## config.mk

```make
export PLATFORM = sky130hd
export DESIGN_NAME = nsw_nvm_self_write_control
export DESIGN_NICKNAME = d
export VERILOG_FILES = /design/src/rtl/nsw_pkg.sv /design/src/rtl/nsw_nvm_self_write_control.sv
export SDC_FILE = /design/constraint.sdc
export NUM_CORES = 1
export LEC_CHECK = 0
export BUFFER_PORTS_ARGS = -buffer_cell sky130_fd_sc_hd__buf_2
export CORE_MARGIN = 5
export CORE_UTILIZATION = 30
export CTS_CLUSTER_SIZE = 14
export DETAILED_ROUTE_END_ITERATION = 6
export SETUP_SLACK_MARGIN = 0.5
export SYNTH_ARGS = -nofsm -noshare
export SYNTH_HDL_FRONTEND = slang
export SYNTH_SLANG_ARGS = --single-unit
```

## constraint.sdc

```tcl
create_clock -name pclk -period 2.6 [get_ports pclk]
set_input_delay 0.39 -clock pclk [delete_from_list [all_inputs] [get_ports pclk]]
set_output_delay 0.39 -clock pclk [all_outputs]
set_load 0.02 [all_outputs]
```

## src/rtl/nsw_pkg.sv

```systemverilog
package nsw_pkg;

  localparam int PADDR_W = 18;
  localparam logic [15:0] IDX_ADDRESS = 16'h1c8c;
  localparam logic [15:0] IDX_DATA = 16'h1c8e;
  localparam logic [15:0] IDX_CONTROL = 16'h1c90;
  localparam logic [15:0] IDX_KEY = 16'h1c91;

  localparam int CTL_RD = 0;
  localparam int CTL_WR = 1;
  localparam int CTL_PROGRAM_ERASE_ENABLE = 2;
  localparam int CTL_WRITE_ERROR_FLAG = 3;
  localparam int CTL_FREE = 4;
  localparam int CTL_LATCH_LOAD_ONLY = 5;
  localparam int CTL_REGS = 6;
  localparam logic [7:0] CTL_RESET = 8'h00;

  localparam logic [7:0] KEY_FIRST = 8'h55;
  localparam logic [7:0] KEY_SECOND = 8'haa;

  localparam int ROW_WORDS = 32;
  localparam int WORD_W = 14;
  localparam int NVA_W = 15;
  localparam logic [13:0] LATCH_BLANK = 14'h3fff;
  localparam logic [14:0] ADDR_RESET = 15'h0000;
  localparam logic [13:0] DATA_RESET = 14'h0000;

  localparam logic [14:0] UID_LO = 15'h0000;
  localparam logic [14:0] UID_HI = 15'h0003;
  localparam logic [14:0] DEVID_LO = 15'h0005;
  localparam logic [14:0] DEVID_HI = 15'h0006;
  localparam logic [14:0] CFG_LO = 15'h0007;
  localparam logic [14:0] CFG_HI = 15'h000b;
  localparam logic [14:0] DIA_LO = 15'h0100;
  localparam logic [14:0] DIA_HI = 15'h02ff;

  typedef enum logic [1:0] {CMD_READ, CMD_ERASE, CMD_WRITE} nsw_cmd_t;
  typedef enum logic [1:0] {ST_IDLE, ST_READ, ST_PROG} nsw_state_t;
  typedef enum logic [1:0] {KEY_IDLE, KEY_ONE, KEY_ARMED} nsw_key_t;

  typedef struct packed {
    logic req;
    nsw_cmd_t cmd;
    logic [15:0] addr;
    logic [ROW_WORDS-1:0][WORD_W-1:0] row;
  } nsw_flash_req_t;

  typedef struct packed {
    logic done;
    logic [WORD_W-1:0] rdata;
    logic wp;
  } nsw_flash_rsp_t;

  typedef struct packed {
    nsw_state_t st;
    nsw_key_t key;
    logic [NVA_W-1:0] adr;
    logic [WORD_W-1:0] dat;
    logic [7:0] ctl;
    logic [31:0] rdat;
    logic rdy;
    logic err;
    nsw_flash_req_t fl;
  } nsw_regs_t;

  localparam nsw_regs_t NSW_RESET = '{
    st: ST_IDLE, key: KEY_IDLE, adr: ADDR_RESET, dat: DATA_RESET, ctl: CTL_RESET,
    rdat: 32'h0000_0000, rdy: 1'b0, err: 1'b0,
    fl: '{req: 1'b0, cmd: CMD_READ, addr: 16'h0000, row: {ROW_WORDS{LATCH_BLANK}}}
  };

endpackage

```

## src/rtl/nsw_nvm_self_write_control.sv

```systemverilog
`timescale 1ns/1ps

// Behaviour
// 15-bit address, separate high/low bytes
// address bit 15 undefined while busy
// 14-bit data, separate bytes, unknown reset
// bit 6 selects info area or flash
// latch-only loads addressed write latch
// latch-only clear programs row; erase overrides
// bit 4 erases 32-word row
// bit 3 flags failed write
// hardware never clears error flag
// software may set error flag
// error flag undefined while busy
// bit 2 gates program and erase
// trigger set only right after unlock
// self-timed; hardware clears trigger
// writing trigger zero never aborts
// read bit starts read, hardware clears
// unlock needs 0x55 then 0xaa
// interrupted unlock starts nothing
// protected target: clear trigger, set error
// latches blank after erase or write
// invalid info read clears data
// unlock steps on consecutive accesses only
// unlock register reads zero
module nsw_nvm_self_write_control
  import nsw_pkg::*;
(
  input wire logic pclk,
  input wire logic presetn,
  input wire logic psel,
  input wire logic penable,
  input wire logic pwrite,
  input wire logic [PADDR_W-1:0] paddr,
  input wire logic [31:0] pwdata,
  input wire logic [3:0] pstrb,
  output logic [31:0] prdata,
  output logic pready,
  output logic pslverr,
  output nsw_flash_req_t fl_o,
  input wire nsw_flash_rsp_t fl_i
);

  nsw_regs_t q;
  nsw_regs_t d;

  // bus decode
  logic [15:0] idx;
  logic hit_adr;
  logic hit_dat;
  logic hit_ctl;
  logic hit_key;
  logic hit_any;
  logic wait_cyc;
  logic acc;
  logic wr_acc;
  logic adr_wr;
  logic dat_wr;
  logic ctl_wr;
  logic key_wr;
  logic adr_lo_wr;
  logic adr_hi_wr;
  logic dat_lo_wr;
  logic dat_hi_wr;
  logic [7:0] cw;
  logic [31:0] rd_word;

  // info region windows
  logic in_uid;
  logic in_devid;
  logic in_cfg;
  logic in_dia;
  logic info_rd_ok;
  logic info_wr_ok;

  // control bits after this cycle's write
  logic nx_regs;
  logic nx_latch_load_only;
  logic nx_program_erase_enable;
  logic nx_free;
  logic nx_rd;

  // engine and unlock events
  logic eng_idle;
  logic rd_done;
  logic pg_done;
  logic key_first;
  logic key_second;

  // start decisions
  logic trig_go;
  logic latch_only;
  logic target_locked;
  logic start_latch;
  logic start_fail;
  logic start_prog;
  logic rd_try;
  logic rd_void;
  logic start_read;

  assign idx = paddr[PADDR_W-1:2];
  assign hit_adr = idx == IDX_ADDRESS;
  assign hit_dat = idx == IDX_DATA;
  assign hit_ctl = idx == IDX_CONTROL;
  assign hit_key = idx == IDX_KEY;
  assign hit_any = hit_adr | hit_dat | hit_ctl | hit_key;

  // one wait state, then the access completes
  assign wait_cyc = psel & penable & ~q.rdy;
  assign acc = psel & penable & q.rdy;
  assign wr_acc = acc & pwrite;

  // byte lane strobes
  assign adr_wr = wr_acc & hit_adr;
  assign dat_wr = wr_acc & hit_dat;
  assign ctl_wr = wr_acc & hit_ctl & pstrb[0];
  assign key_wr = wr_acc & hit_key & pstrb[0];
  assign adr_lo_wr = adr_wr & pstrb[0];
  assign adr_hi_wr = adr_wr & pstrb[1];
  assign dat_lo_wr = dat_wr & pstrb[0];
  assign dat_hi_wr = dat_wr & pstrb[1];
  assign cw = pwdata[7:0];

  // info region legality
  assign in_uid = (q.adr >= UID_LO) && (q.adr <= UID_HI);
  assign in_devid = (q.adr >= DEVID_LO) && (q.adr <= DEVID_HI);
  assign in_cfg = (q.adr >= CFG_LO) && (q.adr <= CFG_HI);
  assign in_dia = (q.adr >= DIA_LO) && (q.adr <= DIA_HI);
  assign info_wr_ok = in_uid | in_cfg;
  assign info_rd_ok = in_uid | in_devid | in_cfg | in_dia;

  // next control bits; free and rd are set-only, software cannot clear them
  assign nx_regs = ctl_wr ? cw[CTL_REGS] : q.ctl[CTL_REGS];
  assign nx_latch_load_only = ctl_wr ? cw[CTL_LATCH_LOAD_ONLY] : q.ctl[CTL_LATCH_LOAD_ONLY];
  assign nx_program_erase_enable = ctl_wr ? cw[CTL_PROGRAM_ERASE_ENABLE] : q.ctl[CTL_PROGRAM_ERASE_ENABLE];
  assign nx_free = q.ctl[CTL_FREE] | (ctl_wr & cw[CTL_FREE]);
  assign nx_rd = q.ctl[CTL_RD] | (ctl_wr & cw[CTL_RD]);

  // engine state and unlock steps
  assign eng_idle = q.st == ST_IDLE;
  assign rd_done = (q.st == ST_READ) & fl_i.done;
  assign pg_done = (q.st == ST_PROG) & fl_i.done;
  assign key_first = key_wr & (cw == KEY_FIRST);
  assign key_second = key_wr & (cw == KEY_SECOND) & (q.key == KEY_ONE);

  // a zero written to the trigger never starts or stops anything
  assign trig_go = ctl_wr & cw[CTL_WR] & (q.key == KEY_ARMED) & nx_program_erase_enable & eng_idle;
  assign latch_only = ~nx_free & nx_latch_load_only;
  assign target_locked = nx_regs ? ~info_wr_ok : fl_i.wp;
  assign start_latch = trig_go & latch_only;
  assign start_fail = trig_go & ~latch_only & target_locked;
  assign start_prog = trig_go & ~latch_only & ~target_locked;

  // a pending read waits for the engine
  assign rd_try = ~trig_go & nx_rd & eng_idle;
  assign rd_void = rd_try & nx_regs & ~info_rd_ok;
  assign start_read = rd_try & ~rd_void;

  // read mux
  always_comb
  begin
    rd_word = 32'h0000_0000;
    if (hit_adr)
    begin
      rd_word[NVA_W-1:0] = q.adr;
    end
    if (hit_dat)
    begin
      rd_word[WORD_W-1:0] = q.dat;
    end
    if (hit_ctl)
    begin
      rd_word[6:0] = q.ctl[6:0];
    end
    if (hit_key)
    begin
      rd_word = 32'h0000_0000;
    end
  end

  always_comb
  begin
    d = q;

    // apb answer
    d.rdy = wait_cyc;
    d.err = 1'b0;
    if (wait_cyc)
    begin
      d.err = ~hit_any;
      d.rdat = rd_word;
    end

    // address byte lanes
    if (adr_lo_wr)
    begin
      d.adr[7:0] = pwdata[7:0];
    end
    if (adr_hi_wr)
    begin
      d.adr[14:8] = pwdata[14:8];
    end

    // data byte lanes
    if (dat_lo_wr)
    begin
      d.dat[7:0] = pwdata[7:0];
    end
    if (dat_hi_wr)
    begin
      d.dat[13:8] = pwdata[13:8];
    end

    // control writes; trigger only through unlock
    if (ctl_wr)
    begin
      d.ctl[CTL_REGS] = nx_regs;
      d.ctl[CTL_LATCH_LOAD_ONLY] = nx_latch_load_only;
      d.ctl[CTL_FREE] = nx_free;
      d.ctl[CTL_WRITE_ERROR_FLAG] = cw[CTL_WRITE_ERROR_FLAG];
      d.ctl[CTL_PROGRAM_ERASE_ENABLE] = nx_program_erase_enable;
      d.ctl[CTL_RD] = nx_rd;
    end

    // unlock sequencing
    if (acc)
    begin
      d.key = KEY_IDLE;
    end
    if (key_first)
    begin
      d.key = KEY_ONE;
    end
    else if (key_second)
    begin
      d.key = KEY_ARMED;
    end

    // completion of self-timed operations
    unique case (q.st)
      ST_IDLE:
      begin
        d.st = ST_IDLE;
      end
      ST_READ:
      begin
        if (rd_done)
        begin
          d.dat = fl_i.rdata;
          d.ctl[CTL_RD] = 1'b0;
          d.fl.req = 1'b0;
          d.st = ST_IDLE;
        end
      end
      ST_PROG:
      begin
        if (pg_done)
        begin
          d.ctl[CTL_WR] = 1'b0;
          if (q.fl.cmd == CMD_ERASE)
          begin
            d.ctl[CTL_FREE] = 1'b0;
          end
          d.fl.row = {ROW_WORDS{LATCH_BLANK}};
          d.fl.req = 1'b0;
          d.st = ST_IDLE;
        end
      end
      default:
      begin
        d.st = ST_IDLE;
        d.fl.req = 1'b0;
      end
    endcase

    // latch load; no memory access, protection ignored
    if (start_latch)
    begin
      d.fl.row[q.adr[4:0]] = q.dat;
    end

    // protected target refused; set wins over a clear
    if (start_fail)
    begin
      d.ctl[CTL_WR] = 1'b0;
      d.ctl[CTL_WRITE_ERROR_FLAG] = 1'b1;
    end

    // erase or row write launch
    if (start_prog)
    begin
      d.ctl[CTL_WR] = 1'b1;
      d.st = ST_PROG;
      d.fl.req = 1'b1;
      d.fl.cmd = nx_free ? CMD_ERASE : CMD_WRITE;
      d.fl.addr = {nx_regs, q.adr};
    end

    // info read outside valid windows
    if (rd_void)
    begin
      d.dat = DATA_RESET;
      d.ctl[CTL_RD] = 1'b0;
    end

    // flash read launch
    if (start_read)
    begin
      d.st = ST_READ;
      d.fl.req = 1'b1;
      d.fl.cmd = CMD_READ;
      d.fl.addr = {nx_regs, q.adr};
    end
  end

  always_ff @(posedge pclk or negedge presetn)
  begin
    if (!presetn)
      q <= NSW_RESET;
    else
      q <= d;
  end

  assign prdata = q.rdat;
  assign pready = q.rdy;
  assign pslverr = q.err;
  assign fl_o = q.fl;

endmodule

```

* Yosys cells after proc, flatten, opt, wreduce, memory -nomap -nowiden
Cells that the tools add are included.
** Word-level totals
- Bits in registers :: 541
- Output and inout port bits :: 501
- Logic and storage cells :: 184
** Cells by class
- $lt $le $gt $ge :: 10
- Equality and inequality tests :: 14
- Multiplexer cells :: 46
- Bitwise logic cells :: 53
- Reductions and logical operators :: 14
** Operators by type and width (count)
- $mux W448 :: 3
- $bwmux W448 :: 1
- $demux W14 S5 :: 1
- $mux W14 :: 5
- $eq A16 B13 Y1 const B :: 4
- $mux W19 :: 2
- $and A1 B1 Y1 :: 35
- $ge A15 B3 Y1 const B :: 2
- $mux W15 :: 2
- $mux W1 :: 18
- $mux W2 :: 8
- $ge A15 B1 Y1 const B :: 1
- $ge A15 B9 Y1 const B :: 1
- $le A15 B10 Y1 const B :: 1
- $le A15 B2 Y1 const B :: 1
- $le A15 B3 Y1 const B :: 1
- $le A15 B4 Y1 const B :: 1
- $not A1 Y1 :: 9
- $or A1 B1 Y1 :: 9
- $reduce_bool A3 Y1 :: 3
- $eq A8 B7 Y1 const B :: 1
- $eq A8 B8 Y1 const B :: 1
- $mux W8 :: 1
- $ne A4 B4 Y1 const B :: 2
- 15 further kinds :: 24

* Longest topological paths before layout
Gate-level depths: netlist of run 1.
- Depth after elaboration :: 18
- Depth in mapped cells :: 10
- Gate-level depth less buffers :: 7

* Least setup slack after synthesis of run 1
No wires, ideal clock.
- Path kind :: input to register
- Start point :: input port paddr[5]
- End point :: register q (netlist bit fl_o[454])
- Setup time :: 0.125 ns
- Data arrival time :: 2.695 ns
- Setup slack :: -0.220 ns
- Cell stages on the path :: 9
- Path buffers :: 2
- Cells stage by stage :: or4b_1 > nor4_4 > and2_1 > buf_6 > a21oi_2 > or3_4 > nand2_4 > buf_12 > mux2_4
** On the way
- Longest elaborated chain between the ends :: 15
- Elaborated cells between the ends (all ways) :: 30
** Ends and longest elaborated chain
- from (decl) :: RTL line nsw_nvm_self_write_control.sv:35 : input wire logic [PADDR_W-1:0] paddr,
- $eq A16 B13 Y1 * :: RTL line nsw_nvm_self_write_control.sv:105 : assign hit_ctl = idx == IDX_CONTROL;
- $and A1 B1 Y1 * (2 in a row) :: RTL line nsw_nvm_self_write_control.sv:117 : assign ctl_wr = wr_acc & hit_ctl & pstrb[0];
- $and A1 B1 Y1 (4 in a row) :: RTL line nsw_nvm_self_write_control.sv:148 : assign trig_go = ctl_wr & cw[CTL_WR] & (q.key == KEY_ARMED) & nx_program_erase_enable & eng_idle;
- $not A1 Y1 :: RTL line nsw_nvm_self_write_control.sv:156 : assign rd_try = ~trig_go & nx_rd & eng_idle;
- $and A1 B1 Y1 (2 in a row) :: RTL line nsw_nvm_self_write_control.sv:156
- $and A1 B1 Y1 (2 in a row) :: RTL line nsw_nvm_self_write_control.sv:157 : assign rd_void = rd_try & nx_regs & ~info_rd_ok;
- $not A1 Y1 :: RTL line nsw_nvm_self_write_control.sv:158 : assign start_read = rd_try & ~rd_void;
- $and A1 B1 Y1 :: RTL line nsw_nvm_self_write_control.sv:158
- $mux W19 / $reduce_bool A2 Y1 (equally long branches)
- to (signal assigned) :: RTL line nsw_nvm_self_write_control.sv:320 : q <= NSW_RESET;
- to (signal assigned) :: RTL line nsw_nvm_self_write_control.sv:322 : q <= d;
- to (decl) :: RTL line nsw_nvm_self_write_control.sv:45 : nsw_regs_t q;
Every way passes the cells marked *; elsewhere a longest branch is shown, timed or not.
A chain may end at the register's enable or synchronous reset.

* Worst setup path after layout of run 1
- Start point :: register q[534] (netlist bit)
- End point :: register q (netlist bit fl_o[462])
** On the way
- Longest elaborated chain between the ends :: 10
- Elaborated cells between the ends (all ways) :: 26
** Ends and longest elaborated chain
- $ge A15 B1 Y1, or another cell as far along :: RTL line nsw_nvm_self_write_control.sv:126 : assign in_uid = (q.adr >= UID_LO) && (q.adr <= UID_HI);
- $logic_and A1 B1 Y1, on equally long branches :: RTL line nsw_nvm_self_write_control.sv:126, nsw_nvm_self_write_control.sv:127
- $or A1 B1 Y1 (3 in a row) :: RTL line nsw_nvm_self_write_control.sv:131 : assign info_rd_ok = in_uid | in_devid | in_cfg | in_dia;
- $not A1 Y1 :: RTL line nsw_nvm_self_write_control.sv:157
- $and A1 B1 Y1 :: RTL line nsw_nvm_self_write_control.sv:157
- $not A1 Y1 :: RTL line nsw_nvm_self_write_control.sv:158
- $and A1 B1 Y1 :: RTL line nsw_nvm_self_write_control.sv:158
- $mux W19 / $reduce_bool A2 Y1 (equally long branches)
Parallel ways exist; a longest one is shown, timed or not.

==> results.sh, run 1 <==
export IMPL_status="complete, no violations"
export IMPL_period_share_pct=88.8
export IMPL_grt_pass1_wl_um=125000
export IMPL_dpl_cell_area_um2=28500
export IMPL_core_area_um2=85100
export IMPL_cts_tree="yes"
export IMPL_nNetsFinal=3078
export IMPL_layout_common_cells="534 x buf_2, 528 x nor2_1, 448 x dfstp_2"
export IMPL_maxCapViolations=0
export IMPL_cts_made_buffers=58
export IMPL_slowest_delay_ns=0.55
export IMPL_clock_sinks=524
export IMPL_die_w_um=303
export IMPL_hold_viol=0
export IMPL_yosysSeqAreaShare_pct=53.2
export IMPL_ant_nets=0
export IMPL_syn_area_per_cell_um2=9.09
export IMPL_peakVddDrop_uv=463
export IMPL_max_clock_path_buffers=3
export IMPL_overflow=0
export IMPL_io_buffer_count=537
export IMPL_ys_types=58
export IMPL_power_density_nw_per_um2=605
export IMPL_slew_limit_headroom_pct=15.6
export IMPL_synth_cells=2826
export IMPL_vias=20213
export IMPL_multi_input_area_um2=13400
export IMPL_startpoint_type="flop"
export IMPL_synthesis_area_um2=25700
export IMPL_viasPerCell=4.82
export IMPL_layout_commonest_cell="buf_2"
export IMPL_fp_dieH_um=303
export IMPL_final_cells=4195
export IMPL_dr_pass1_iters=6
export IMPL_cts_root_buf="clkbuf_16"
export IMPL_rows=107
export IMPL_placed_cells=3946
export IMPL_grt_pass1_vias=18405
export IMPL_seq_area_um2=13700
export IMPL_initial_core_util_pct=30.2
export IMPL_drive_above_1_share_pct=73.8
export IMPL_drt_initial_drc_count=1086
export IMPL_final_setup_skew_ns=0.0253
export IMPL_critPathRequiredTime_ns=3.09
export IMPL_end_kind="flop"
export IMPL_rsz0062_at_grt="yes"
export IMPL_postRouteWirelength_um=99100
export IMPL_cp_cell_sequence="or4_4 > nor2_4 > nand2_2 > a2bb2oi_2 > or3_4 > nand2_8 > mux2_4"
export IMPL_dieArea_um2=91600
export IMPL_synth_edff_count=0
export IMPL_path_clk_slew_ns=0.06
export IMPL_antenna_found_initial=0
export IMPL_drc_errors=0
export IMPL_hold_path_class="in2reg"
export IMPL_routedWlPerCell_um=23.6
export IMPL_synth_main_ff_cell="dfstp_2"
export IMPL_final_core_util_pct=42.8
export IMPL_path_max_fanout=8
export IMPL_antenna_cells=0
export IMPL_ys_warnings_count=0
export IMPL_io_pins=576
export IMPL_grt_max_degree=80
export IMPL_fmax_mhz=433
export IMPL_async_flop_share_pct=100
export IMPL_arrival_ns=2.80
export IMPL_design_area_um2=36400
export IMPL_gp_congestion=0.788
export IMPL_ys_ff_latch=524
export IMPL_tightest_slew_ns=1.27
export IMPL_area_delta_synth_final_pct=41.7
export IMPL_layout_min_cycle_time_ns=2.31
export IMPL_setup_violations=0
export IMPL_cts_htree_levels=2
export IMPL_final_max_slew_viol_count=0
export IMPL_path_class="reg2reg"
export IMPL_setup_tns_ns=0
export IMPL_fillers=7940
export IMPL_leakage_uw=0.0140
export IMPL_hpwl_um=55700
export IMPL_globalRouteTotalUtil_pct=18.1
export IMPL_crit_path_top_delay_cell="or4_4"
export IMPL_clkLatencyLatePin_ns=0.63
## cell type report
cell class / count / share of cell area [%]
clock inverter: 31 / 1.08
multi-input combinational: 1670 / 36.7
tap: 1144 / 3.93
sequential: 524 / 37.6
inverter: 8 / 0.0825
timing repair buffer: 741 / 16.1
clock buffer: 77 / 4.48
## per-layer routing
metal	up-vias	track usage, %	part of all wire (%)
li1	9040	-	-
met1	10361	24.1	42
met2	656	30.3	50
met3	156	3.58	5.7
met4	0	4.91	2.9
met5	-	0	0
## critical path: cells and delay by family (launching register included)
family,cells,cell delay [ns]
AOI/OAI and AO/OA,1,0.14
and+or+nand+nor,5,1.35
muxes,1,0.31
DFF,1,0.40
## where the power goes
group | switching (uW) | leakage [uW] | internal [uW]
Sequential | 781 | 0.00573 | 9180
Combinational | 2220 | 0.00724 | 1090
Clock | 3610 | 0.00100 | 5130
Total | 6620 | 0.0140 | 15400
## sequential cells by signal, summed over array words and instances (netlist names)
| signal | count |
|---|---|
| fl_o | 467 |
| q | 40 |
| prdata | 15 |
| pready | 1 |
| pslverr | 1 |
## cells by family after synthesis
logic type / Yosys count / synth area share (%)
other: 1 / 0.0146
flip-flops: 524 / 53.2
buffers and inverters: 698 / 17.7
multiplexers: 48 / 2.16
AND/OR/NAND/NOR: 1044 / 16.5
AO/OA/AOI/OAI: 511 / 10.4
## synth_stat cells (all sizes together) (2+ instances only)
master | number | area share [%]
a211oi | 14 | 0.41
mux2i | 15 | 0.58
or4 | 3 | 0.092
nand2b | 4 | 0.097
inv | 8 | 0.12
nand2 | 62 | 1.2
nor3 | 8 | 0.20
o31ai | 2 | 0.058
or4b | 3 | 0.13
a222oi | 6 | 0.23
mux2 | 33 | 1.6
a21oi | 455 | 8.9
nand4 | 3 | 0.13
o21ai | 21 | 0.45
nor2 | 923 | 14
clkbuf | 139 | 2.0
dfrtp | 76 | 7.4
nor4b | 2 | 0.092
nand3b | 2 | 0.058
and3b | 3 | 0.10
nor4 | 3 | 0.13
buf | 551 | 16
nand3 | 10 | 0.19
nor3b | 6 | 0.18
and3 | 4 | 0.097
dfstp | 448 | 46
a22oi | 7 | 0.20
and4b | 2 | 0.078
## through the flow
step / total power [uW] / hold WS, ns / setup WS [ns]
3_5_place_dp: 13000 / 0.364 / -0.289
5_1_grt: 22900 / 0.0128 / 0.238
3_3_place_gp: 12900 / 0.365 / -0.261
6_report: 22000 / 0.0543 / 0.292
2_1_floorplan: 12200 / 0.0944 / -0.149
4_1_cts: 21900 / 0.00171 / 0.294
## timing repair
action / CTS / global route
setup endpoints to repair: 452 / 467
pin swaps: 16 / 28
cloned: 25 / 72
buffers inserted: 7 / 31
hold endpoints to repair: 10 / 0
hold buffers: 6 / 0
gates resized for setup: 163 / 741
## worst paths after layout
path	startpoint	end	slack, ns	cells past startpoint
setup / recovery	q[534]$_DFFE_PN0P_	fl_o[462]$_DFFE_PN0P_	0.29	7
hold / removal	pwdata[11]	q[534]$_DFFE_PN0P_	0.05	2
setup reg to reg	q[534]$_DFFE_PN0P_	fl_o[462]$_DFFE_PN0P_	0.29	7
hold reg to reg	prdata[14]$_DFFE_PN0P_	prdata[14]$_DFFE_PN0P_	0.47	2
max in group asynchronous	presetn	fl_o[75]$_DFF_PN1_	1.37	3
min in group asynchronous	presetn	prdata[14]$_DFFE_PN0P_	0.30	2
No activity file was read; power rests on OpenSTA's default activity.
==> inputs of run 2 (changes only) <==
BUFFER_PORTS_ARGS = -buffer_cell sky130_fd_sc_hd__clkbuf_2   (was -buffer_cell sky130_fd_sc_hd__buf_2)
==> run 2 against run 1 <==
  * Clock-buffer cell count grew 6
  * Critical path type unchanged
  * Non-clock buffer count down 65
  * Via count down 7.0%
  * Sequential cell count unchanged
  * Largest cell class unchanged
  * Hold slack worse by 0.010 ns
==> results.sh, run 2 (same netlist as run 1, synthesis figures left out) <==
export IMPL_final_core_util_pct=37.8
export IMPL_maxCapViolations=0
export IMPL_power_uw=21800
export IMPL_postRouteWirelength_um=87500
export IMPL_power_frac_seq_pct=45.7
export IMPL_peakVddDrop_uv=460
export IMPL_arrival_ns=2.80
export IMPL_power_density_nw_per_um2=677
export IMPL_pwr_share_clk_pct=40.7
export IMPL_grt_max_degree=104
export IMPL_clkLatencyLatePin_ns=0.63
export IMPL_routedWlPerCell_um=21.3
export IMPL_dieArea_um2=91600
export IMPL_startpoint_type="flop"
export IMPL_critPathRequiredTime_ns=3.09
export IMPL_vias=18792
export IMPL_rows=107
export IMPL_hold_path_class="in2reg"
export IMPL_leakage_uw=0.0136
export IMPL_die_w_um=303
export IMPL_initial_core_util_pct=30.2
export IMPL_largest_reg_flops=467
export IMPL_status="complete, no violations"
export IMPL_fp_dieH_um=303
export IMPL_grt_pass1_vias=18553
export IMPL_tightest_slew_ns=1.15
export IMPL_layout_common_cells="776 x nor2_1, 535 x clkbuf_2, 448 x dfstp_2"
export IMPL_path_max_fanout=8
export IMPL_area_delta_synth_final_pct=25.1
export IMPL_cts_tree="yes"
export IMPL_max_clock_path_buffers=3
export IMPL_grt_pass1_wl_um=125000
export IMPL_path_clk_slew_ns=0.06
export IMPL_slew_limit_headroom_pct=23.7
export IMPL_rsz0062_at_grt="yes"
export IMPL_overflow=0
export IMPL_io_buffer_count=537
export IMPL_globalRouteTotalUtil_pct=18.0
export IMPL_hpwl_um=55500
export IMPL_crit_path_top_delay_cell="or4_4"
export IMPL_core_area_um2=85100
export IMPL_io_pins=576
export IMPL_gp_congestion=0.788
export IMPL_fmax_mhz=433
export IMPL_cp_num_buf_inv=0
export IMPL_viasPerCell=4.58
export IMPL_swShare_pct=28.8
export IMPL_dr_pass1_iters=5
export IMPL_cts_htree_levels=2
export IMPL_final_setup_skew_ns=0.0341
export IMPL_layout_min_cycle_time_ns=2.31
export IMPL_hold_viol=0
export IMPL_drt_initial_drc_count=1129
export IMPL_ant_nets=0
export IMPL_nNetsFinal=2989
export IMPL_cts_made_buffers=59
export IMPL_end_kind="flop"
export IMPL_period_share_pct=88.8
export IMPL_fillers=8439
export IMPL_internal_power_uw=15500
export IMPL_final_max_slew_viol_count=0
export IMPL_p_switching_uw=6280
export IMPL_cts_root_buf="clkbuf_16"
export IMPL_drive_above_1_share_pct=61.5
export IMPL_clock_sinks=524
export IMPL_path_delay_family="simple AND/OR/NAND/NOR gates"
export IMPL_slowest_delay_ns=0.55
export IMPL_antenna_found_initial=1
export IMPL_setup_violations=0
export IMPL_path_class="reg2reg"
export IMPL_layout_commonest_cell="nor2_1"
export IMPL_drc_errors=0
export IMPL_power_frac_comb_pct=13.7
export IMPL_cp_cell_sequence="or4_4 > nor2_4 > nand2_2 > a2bb2oi_2 > or3_4 > nand2_8 > mux2_4"
run 2: changes by cell type in the layout (fill, tap and decap cells not counted), sizes merged:
cell         delta
diode           +1
nand2          -25
inv             -1
clkinv          -4
dlygate4sd3     -2
clkbuf        +510
buf           -567
run 2: timing repair:
item                       CTS  global route
cloned                      18             9
hold endpoints to repair    12             0
setup endpoints to repair  339           297
hold buffers                 4             0
pin swaps                   17            14
setup buffers               10             8
gates resized for setup    115           134
run 2: area by class of cell:
cell class	count	area, um^2	area share [%]
Multi-Input combinational cell	1645	10500	32.7
Tap cell	1144	1430	4.45
Inverter	8	30.0	0.0934
Sequential cell	524	13700	42.6
Clock inverter	26	362	1.12
Antenna cell	1	2.50	0.00778
Clock buffer	83	1710	5.31
Timing Repair Buffer	676	4420	13.8
run 2: path summary, 6_finish.rpt:
| check | from | end | slack, ns | cells after the start |
|---|---|---|---|---|
| max | q[535]$_DFFE_PN0P_ | fl_o[454]$_DFFE_PN0P_ | 0.29 | 7 |
| min in group asynchronous | presetn | prdata[14]$_DFFE_PN0P_ | 0.37 | 2 |
| min reg2reg | q[539]$_DFFE_PN0P_ | q[539]$_DFFE_PN0P_ | 0.48 | 1 |
| max reg2reg | q[535]$_DFFE_PN0P_ | fl_o[454]$_DFFE_PN0P_ | 0.29 | 7 |
| min | fl_i[9] | q[517]$_DFF_PN0_ | 0.04 | 3 |
| max in group asynchronous | presetn | q[523]$_DFFE_PN0P_ | 1.38 | 3 |
run 2: per-layer routing:
layer	vias to the layer above	track usage (%)	part of all wire, %
met5	-	0	0
met4	0	4.58	2.5
met3	118	3.79	5.8
met2	529	30.6	49
met1	9354	23.5	43
li1	8791	-	-
run 2: through the flow:
| stage | setup TNS [ns] | worst slack [ns] | cell area (um^2) | std cells | hold WS [ns] |
|---|---|---|---|---|---|
| 2_1_floorplan | -10.42 | -0.149 | 28200 | 2842 | 0.0944 |
| 6_report | 0 | 0.291 | 32200 | 4107 | 0.0442 |
| 3_5_place_dp | -60.94 | -0.299 | 28500 | 3948 | 0.428 |
| 3_3_place_gp | -44.73 | -0.254 | 28500 | 3948 | 0.423 |
| 4_1_cts | 0 | 0.227 | 31300 | 4089 | 0.00256 |
| 5_1_grt | 0 | 0.272 | 32200 | 4107 | 0.0159 |
run 2: power by group through the flow:
stage / combinational, uW / sequential (uW) / clock [uW]
floorplan: 2680 / 9520 / 0
global placement: 2930 / 10000 / 0
detailed placement: 2980 / 10000 / 0
CTS: 3000 / 9920 / 9080
global route: 3210 / 10000 / 9430
finish: 2980 / 9940 / 8850
run 2: worst min-delay path, stage by stage:
cell and delay, ns:
clkbuf_2 0.08, nor2_1 0.09, a211oi_1 0.05
